[src/core/upr_map.svh]
`ifndef UPR_MAP_SVH
`define UPR_MAP_SVH
// ----------------------------------------
// Register offsets
// ----------------------------------------
`define UPR_POWER_SIGNAL_OFF 12'h03c
`define UPR_PHY_CONTROL_OFF  12'h040
// ----------------------------------------
// Field positions
// ----------------------------------------
`define UPR_PD_DIS_BIT      18
`define UPR_SE0_FLAG_BIT    13
`define UPR_K_FLAG_BIT      12
`define UPR_FILT_LSB        8
`define UPR_FILT_MSB        11
`define UPR_AUTO_RES_BIT    7
`define UPR_CONF_LSB        4
`define UPR_CONF_MSB        6
`define UPR_PS_VALID_BIT    8
`define UPR_PS_DATA_MSB     7
// ----------------------------------------
// Reset values
// ----------------------------------------
`define UPR_POWER_SIGNAL_RST 32'h0000_0000
`define UPR_PHY_CONTROL_RST  32'h0000_0000
// ----------------------------------------
// Timing
// ----------------------------------------
`define UPR_FILT_CNT_W      16
`define UPR_SE0_RESET_NS    2500
`define UPR_CLK_NS          100
`define UPR_SE0_RESET_CYC   ((`UPR_SE0_RESET_NS + `UPR_CLK_NS - 1) / `UPR_CLK_NS)
`endif

[src/core/upr_pkg.sv]
package upr_pkg;
    // ----------------------------------------
    // Line states
    // ----------------------------------------
    typedef enum logic [1:0] {
        UPR_LS_SE0 = 2'b00,
        UPR_LS_J   = 2'b01,
        UPR_LS_K   = 2'b10,
        UPR_LS_SE1 = 2'b11
    } upr_ls_e;

    // ----------------------------------------
    // Suspend controller states
    // ----------------------------------------
    typedef enum logic [1:0] {
        UPR_ST_ACTIVE  = 2'b00,
        UPR_ST_SUSPEND = 2'b01,
        UPR_ST_WAKE    = 2'b10
    } upr_st_e;

    // ----------------------------------------
    // Control word fields
    // ----------------------------------------
    typedef struct packed {
        logic       pd_dis;
        logic       se0_flag;
        logic       k_flag;
        logic [3:0] filt_log2;
        logic       auto_res;
        logic [2:0] conf;
    } upr_ctrl_s;
endpackage

[src/core/upr_phy_ctrl.sv]
// Chosen here: the APB slave port.
`include "upr_map.svh"
// Contract
// Pulldown bit 18 disables both port pulldowns
// SE0 auto-resume sets bit 13, zero clears
// K auto-resume sets bit 12, zero clears
// Linestate change delayed two-power-field clocks
// Auto-resume bit lets controller leave suspend
// Otherwise software polls filtered linestate
// Config pins follow control bits 6:4
// Power word holds data and valid
module upr_phy_ctrl (
    // Clock and reset
    input  wire logic                 mclk_in,
    input  wire logic                 resetn_in,
    // APB slave
    input  wire logic                 psel_in,
    input  wire logic                 penable_in,
    input  wire logic                 pwrite_in,
    input  wire logic [11:0]          paddr_in,
    input  wire logic [31:0]          pwdata_in,
    input  wire logic [3:0]           pstrb_in,
    output logic      [31:0]          prdata_out,
    output logic                      pready_out,
    output logic                      pslverr_out,
    // PHY side
    input  wire logic [1:0]           linestate_in,
    input  wire logic                 suspend_req_in,
    output logic      [2:0]           phy_config_pins_out,
    output logic                      pulldown_dis_out,
    output logic      [1:0]           linestate_filt_out,
    output logic                      suspended_out,
    output logic                      resume_out,
    // Power signalling
    output logic      [7:0]           power_data_out,
    output logic                      power_valid_out
);
    // ----------------------------------------
    // Reset synchroniser
    // ----------------------------------------
    logic rst_meta_reg;
    logic rst_n;
    always_ff @(posedge mclk_in or negedge resetn_in) begin
        if (!resetn_in) begin
            rst_meta_reg <= 1'b0;
            rst_n        <= 1'b0;
        end else begin
            rst_meta_reg <= 1'b1;
            rst_n        <= rst_meta_reg;
        end
    end

    // ----------------------------------------
    // Registers
    // ----------------------------------------
    upr_pkg::upr_ctrl_s ctrl_reg;
    logic [8:0]         power_reg;
    upr_pkg::upr_st_e   st_reg;
    upr_pkg::upr_ls_e   ls_filt;
    logic               set_se0;
    logic               set_k;
    logic               wr_acc;
    logic               rd_acc;
    logic [31:0]        rd_word;

    function automatic logic hit(input logic [11:0] a, input logic [11:0] off);
        hit = (a == off);
    endfunction

    assign wr_acc = psel_in && penable_in && pwrite_in;
    assign rd_acc = psel_in && penable_in && !pwrite_in;

    // ----------------------------------------
    // Linestate filter
    // ----------------------------------------
    upr_ls_filter u_filter (
        .clk_in       (mclk_in),
        .rst_n_in     (rst_n),
        .filt_log2_in (ctrl_reg.filt_log2),
        .ls_raw_in    (upr_pkg::upr_ls_e'(linestate_in)),
        .ls_filt_out  (ls_filt)
    );

    // ----------------------------------------
    // Suspend controller
    // ----------------------------------------
    always_comb begin
        set_se0 = 1'b0;
        set_k   = 1'b0;
        if (st_reg == upr_pkg::UPR_ST_SUSPEND && ctrl_reg.auto_res) begin
            set_se0 = (ls_filt == upr_pkg::UPR_LS_SE0);
            set_k   = (ls_filt == upr_pkg::UPR_LS_K);
        end
    end

    always_ff @(posedge mclk_in or negedge rst_n) begin
        if (!rst_n) begin
            st_reg <= upr_pkg::UPR_ST_ACTIVE;
        end else begin
            case (st_reg)
                upr_pkg::UPR_ST_ACTIVE: begin
                    if (suspend_req_in) begin
                        st_reg <= upr_pkg::UPR_ST_SUSPEND;
                    end
                end
                upr_pkg::UPR_ST_SUSPEND: begin
                    if (set_se0 || set_k) begin
                        st_reg <= upr_pkg::UPR_ST_WAKE;
                    end else if (!ctrl_reg.auto_res && !suspend_req_in) begin
                        st_reg <= upr_pkg::UPR_ST_ACTIVE;
                    end
                end
                upr_pkg::UPR_ST_WAKE: begin
                    st_reg <= upr_pkg::UPR_ST_ACTIVE;
                end
                default: begin
                    st_reg <= upr_pkg::UPR_ST_ACTIVE;
                end
            endcase
        end
    end

    // ----------------------------------------
    // Control register writes
    // ----------------------------------------
    always_ff @(posedge mclk_in or negedge rst_n) begin
        if (!rst_n) begin
            ctrl_reg <= '0;
        end else begin
            if (wr_acc && hit(paddr_in, `UPR_PHY_CONTROL_OFF)) begin
                if (pstrb_in[2]) begin
                    ctrl_reg.pd_dis <= pwdata_in[`UPR_PD_DIS_BIT];
                end
                if (pstrb_in[1]) begin
                    ctrl_reg.filt_log2 <= pwdata_in[`UPR_FILT_MSB:`UPR_FILT_LSB];
                    if (!pwdata_in[`UPR_SE0_FLAG_BIT]) begin
                        ctrl_reg.se0_flag <= 1'b0;
                    end
                    if (!pwdata_in[`UPR_K_FLAG_BIT]) begin
                        ctrl_reg.k_flag <= 1'b0;
                    end
                end
                if (pstrb_in[0]) begin
                    ctrl_reg.auto_res <= pwdata_in[`UPR_AUTO_RES_BIT];
                    ctrl_reg.conf     <= pwdata_in[`UPR_CONF_MSB:`UPR_CONF_LSB];
                end
            end
            if (set_se0) begin
                ctrl_reg.se0_flag <= 1'b1;
            end
            if (set_k) begin
                ctrl_reg.k_flag <= 1'b1;
            end
        end
    end

    // ----------------------------------------
    // Power signalling register
    // ----------------------------------------
    always_ff @(posedge mclk_in or negedge rst_n) begin
        if (!rst_n) begin
            power_reg <= 9'(`UPR_POWER_SIGNAL_RST);
        end else if (wr_acc && hit(paddr_in, `UPR_POWER_SIGNAL_OFF)) begin
            if (pstrb_in[0]) begin
                power_reg[`UPR_PS_DATA_MSB:0] <= pwdata_in[`UPR_PS_DATA_MSB:0];
            end
            if (pstrb_in[1]) begin
                power_reg[`UPR_PS_VALID_BIT] <= pwdata_in[`UPR_PS_VALID_BIT];
            end
        end
    end

    // ----------------------------------------
    // Read mux
    // ----------------------------------------
    always_comb begin
        rd_word = 32'h0000_0000;
        if (hit(paddr_in, `UPR_PHY_CONTROL_OFF)) begin
            rd_word[`UPR_PD_DIS_BIT]              = ctrl_reg.pd_dis;
            rd_word[`UPR_SE0_FLAG_BIT]            = ctrl_reg.se0_flag;
            rd_word[`UPR_K_FLAG_BIT]              = ctrl_reg.k_flag;
            rd_word[`UPR_FILT_MSB:`UPR_FILT_LSB]  = ctrl_reg.filt_log2;
            rd_word[`UPR_AUTO_RES_BIT]            = ctrl_reg.auto_res;
            rd_word[`UPR_CONF_MSB:`UPR_CONF_LSB]  = ctrl_reg.conf;
        end else if (hit(paddr_in, `UPR_POWER_SIGNAL_OFF)) begin
            rd_word[8:0] = power_reg;
        end
    end

    // ----------------------------------------
    // APB response
    // ----------------------------------------
    always_ff @(posedge mclk_in or negedge rst_n) begin
        if (!rst_n) begin
            prdata_out  <= 32'h0000_0000;
            pready_out  <= 1'b0;
            pslverr_out <= 1'b0;
        end else begin
            pready_out  <= psel_in && !penable_in;
            pslverr_out <= psel_in && !penable_in &&
                           !hit(paddr_in, `UPR_PHY_CONTROL_OFF) &&
                           !hit(paddr_in, `UPR_POWER_SIGNAL_OFF);
            if (psel_in && !penable_in && !pwrite_in) begin
                prdata_out <= rd_word;
            end
        end
    end

    // ----------------------------------------
    // Output flops
    // ----------------------------------------
    always_ff @(posedge mclk_in or negedge rst_n) begin
        if (!rst_n) begin
            phy_config_pins_out <= 3'h0;
            pulldown_dis_out    <= 1'b0;
            linestate_filt_out  <= 2'h1;
            suspended_out       <= 1'b0;
            resume_out          <= 1'b0;
            power_data_out      <= 8'h00;
            power_valid_out     <= 1'b0;
        end else begin
            phy_config_pins_out <= ctrl_reg.conf;
            pulldown_dis_out    <= ctrl_reg.pd_dis;
            linestate_filt_out  <= ls_filt;
            suspended_out       <= (st_reg == upr_pkg::UPR_ST_SUSPEND);
            resume_out          <= (st_reg == upr_pkg::UPR_ST_WAKE);
            power_data_out      <= power_reg[7:0];
            power_valid_out     <= power_reg[8];
        end
    end
endmodule

[src/core/upr_ls_filter.sv]
`include "upr_map.svh"
module upr_ls_filter (
    // Clock and reset
    input  wire logic                 clk_in,
    input  wire logic                 rst_n_in,
    // Control
    input  wire logic [3:0]           filt_log2_in,
    // Line state
    input  wire upr_pkg::upr_ls_e     ls_raw_in,
    output upr_pkg::upr_ls_e          ls_filt_out
);
    logic [`UPR_FILT_CNT_W-1:0] cnt_reg;
    upr_pkg::upr_ls_e           cand_reg;
    logic [`UPR_FILT_CNT_W-1:0] limit;

    assign limit = `UPR_FILT_CNT_W'(1) << filt_log2_in;

    // ----------------------------------------
    // Stability counter
    // ----------------------------------------
    always_ff @(posedge clk_in or negedge rst_n_in) begin
        if (!rst_n_in) begin
            cnt_reg     <= '0;
            cand_reg    <= upr_pkg::UPR_LS_J;
            ls_filt_out <= upr_pkg::UPR_LS_J;
        end else if (ls_raw_in != cand_reg) begin
            cand_reg <= ls_raw_in;
            cnt_reg  <= `UPR_FILT_CNT_W'(1);
        end else if (cand_reg != ls_filt_out) begin
            if (cnt_reg >= limit) begin
                ls_filt_out <= cand_reg;
            end else begin
                cnt_reg <= cnt_reg + `UPR_FILT_CNT_W'(1);
            end
        end
    end
endmodule

[config.mk]
export PLATFORM = sky130hd
export DESIGN_NAME = upr_phy_ctrl
export DESIGN_NICKNAME = d
export VERILOG_FILES = /design/src/core/upr_pkg.sv /design/src/core/upr_phy_ctrl.sv /design/src/core/upr_ls_filter.sv
export VERILOG_INCLUDE_DIRS = /design/src /design/src/core
export SDC_FILE = /design/constraint.sdc
export NUM_CORES = 1
export LEC_CHECK = 0
export BUFFER_PORTS_ARGS = -buffer_cell sky130_fd_sc_hd__buf_4
export CAP_MARGIN = 10
export CORE_UTILIZATION = 25
export DETAILED_ROUTE_END_ITERATION = 16
export SETUP_SLACK_MARGIN = 0.3
export SLEW_MARGIN = 20
export SYNTH_ARGS = -nofsm -noshare
export SYNTH_HDL_FRONTEND = slang
export SYNTH_HIERARCHICAL = 1
export SYNTH_SLANG_ARGS = --single-unit
[constraint.sdc]
create_clock -name mclk_in -period 5.13 [get_ports mclk_in]
set_input_delay 0.513 -clock mclk_in [delete_from_list [all_inputs] [get_ports mclk_in]]
set_output_delay 0.513 -clock mclk_in [all_outputs]
set_load 0.1 [all_outputs]
==> flow_summary.ini <==
[clock_network]
clock_sinks = 78
insertion_delay_ns = 0.33
clk_pin_slew_worst_paths_ns = 0.06
h-tree-depth = 3
cts_made_buffers = 9
cts_root_buf = clkbuf_16
clk_path_buf_depth = 2
ctsResizeCount = 0
cts_tree = done

[power_and_ir_drop]
power.leakage_nw = 2.24
powerDensity_nw_per_um2 = 301
ir_worst_vdd_mv = 0.144

[global_routing]
grt_max_degree = 77
antenna_found_initial = 0
grt_pass1_vias = 2828
grt_pass1_wl_um = 13700
grt_overflow = 0
gr-usage-all-layers = 0.108

[critical_path]
path_class = flop to flop
crit_path_end_kind = flop
crit_chain = nor2b_1 > nand2_1 > ha_1 > nor2b_1 > o211a_1 > o311ai_1 > nand4_1 > or4_1 > a21oi_1
critPathArrivalTime_ns = 3.90
rr_startpoint = ctrl_reg[4]
cp_top_family = simple AND/OR/NAND/NOR gates
cp_slowest_cell = nand4_1
worstRegToRegCells = 9
critPathLaunchType = flop
slowest_delay_ns = 0.73
rrSetupSlack_ns = 1.47
path_max_fanout = 20
cp.required_ns = 5.38
r2r-end = u_filter/cnt_reg[6]
cp_common_cell = nor2b_1
critical_path_depth = 9
path_buf_inv = 0

[floorplanning]
top_level_ports = 107
rows = 44
core_um2 = 14600
die_h_um = 125
die_area_um2 = 15500
die_w_um = 125
initial_core_util = 0.258

[synthesis]
synth_top_area_cell = dfrtp_1
ys_seq_area_frac = 0.520
ys_types = 49
synth_area_per_cell_um2 = 11.2
synth_ff_type = dfrtp_1
synth_area_um2 = 3760
synth_most_common_cell = dfrtp_1
synth-edff-count = 0
async_flop_share = 1.00
ys_ff_latch = 78
post_synth_inst_count = 336
yosysWarningCount = 6
yosysTopAreaCellShare = 0.499
synth_area_leaders = dfrtp_1 (50%), mux2_2 (6.0%), ha_1 (5.7%)
synthTopCellsByCount = dfrtp_1 (75), nand2_1 (25), mux2_2 (20), nand3_1 (20), buf_4 (19)

[place]
placed_cell_area_um2 = 4400
port-buffer-count = 71
placedCellCount = 576
gp_congestion = 0.767
place_hpwl_um = 5990

[finish]
largest_reg_flops = 16
utilization = 0.321
fin_area_um2 = 4680
fillers = 1496
instances_no_fill = 592
drive_gt1_frac = 0.292
diodes = 0
syn_to_final_growth_pct = 24.4
num-nets-final = 477

[detailed_routing]
first_pass_iters = 4
route.final.wire_length_um = 8190
antenna_left = 0
drt_iter0_markers = 129
vias = 2766
viasPerCell = 4.67
routedWlPerCell_um = 13.8
drc = 0

[hold_path]
hold_path_depth = 1
worstHoldPathType = input pin to flop
hp-start = linestate_in[0]
min_to = u_filter/cand_reg[0]

[timing]
rsz0062_at_grt = false
fin_crit_sh = 0.713
max_freq_ghz = 0.273
setup-tns-final_ns = 0
tightest_slew_ns = 1.00
hold_viol = 0
maxSlewViolCount = 0
skew_ns = 0.00830
maxSlewHeadroom = 0.328
layout_min_cycle_time_ns = 3.66
setup_viol = 0

[run_status]
outcome = complete, no violations

[run]
maxCapViolCount = 0
[final cells by class]
class                      instances  area [um^2]  area share
clock buffer                      10          239      0.0511
clock inverter                     5         33.8     0.00722
inverter                           8         30.0     0.00642
multi-input combinational        234         1640       0.350
sequential                        78         1960       0.418
tap                              184          230      0.0492
timing repair buffer              73          551       0.118
[where the power goes]
part	switching (mW)	internal, mW	total, mW
clock	0.245	0.338	0.583
combinational	0.147	0.0389	0.185
sequential	0.00904	0.630	0.639
[layout by cell type, fill, tap and decap left out, types with 4 or more instances in the layout]
cell / instances
clkbuf_16: 9
o21ai_0: 7
buf_4: 72
nor2b_1: 10
ha_1: 17
o31ai_1: 8
nor3_1: 5
a22o_1: 10
nor2_1: 11
nand2_1: 25
nand4_1: 7
nand3_1: 20
xor2_1: 4
a21oi_1: 14
a221o_1: 5
and3_1: 5
or4_1: 5
mux2_2: 20
and2_1: 5
conb_1: 18
inv_1: 8
dfrtp_1: 74
[layer usage]
| layer | share of wire | track usage | wire length (um) | vias to the layer above |
|---|---|---|---|---|
| li1 | - | - | - | 1329 |
| met1 | 0.43 | 0.131 | 3490 | 1356 |
| met2 | 0.51 | 0.186 | 4210 | 69 |
| met3 | 0.044 | 0.0253 | 360 | 12 |
| met4 | 0.016 | 0.0404 | 129 | 0 |
| met5 | 0 | 0 | 0 | - |
[through the flow]
| step | hold WS, ns | power, mW | setup slack [ns] |
|---|---|---|---|
| 6_report | 0.301 | 1.41 | 1.47 |
| 5_1_grt | 0.292 | 1.46 | 1.20 |
| 4_1_cts | 0.294 | 1.43 | 1.55 |
| 3_5_place_dp | 0.299 | 0.836 | 1.55 |
| 3_3_place_gp | 0.296 | 0.834 | 1.64 |
| 2_1_floorplan | 0.217 | 0.799 | 2.49 |
[kinds of logic after synthesis]
family | after synthesis | share of synthesized area
and+or+nand+nor | 114 | 0.174
adders and majority gates | 17 | 0.0565
AOI/OAI and AO/OA | 59 | 0.113
muxes | 22 | 0.0652
DFF | 78 | 0.520
buffers and inverters | 40 | 0.0605
xor gates and xnor gates | 4 | 0.00931
other | 2 | 0.00200
[what timing repair did]
action,CTS,global route
hold buffers,1,0
setup buffers,0,0
hold endpoints to repair,2,0
[worst max-delay path by stage]
stage,from,end,slack (ns)
CTS,ctrl_reg[4],u_filter/cnt_reg[6],1.55
detailed placement,ctrl_reg[4],u_filter/cnt_reg[14],1.55
global route,ctrl_reg[4],u_filter/cnt_reg[6],1.20
global placement,ctrl_reg[4],u_filter/cnt_reg[14],1.64
floorplan,ctrl_reg[4],u_filter/cnt_reg[12],2.49
finish,ctrl_reg[4],u_filter/cnt_reg[6],1.47
No activity file was read; power rests on OpenSTA's default activity.
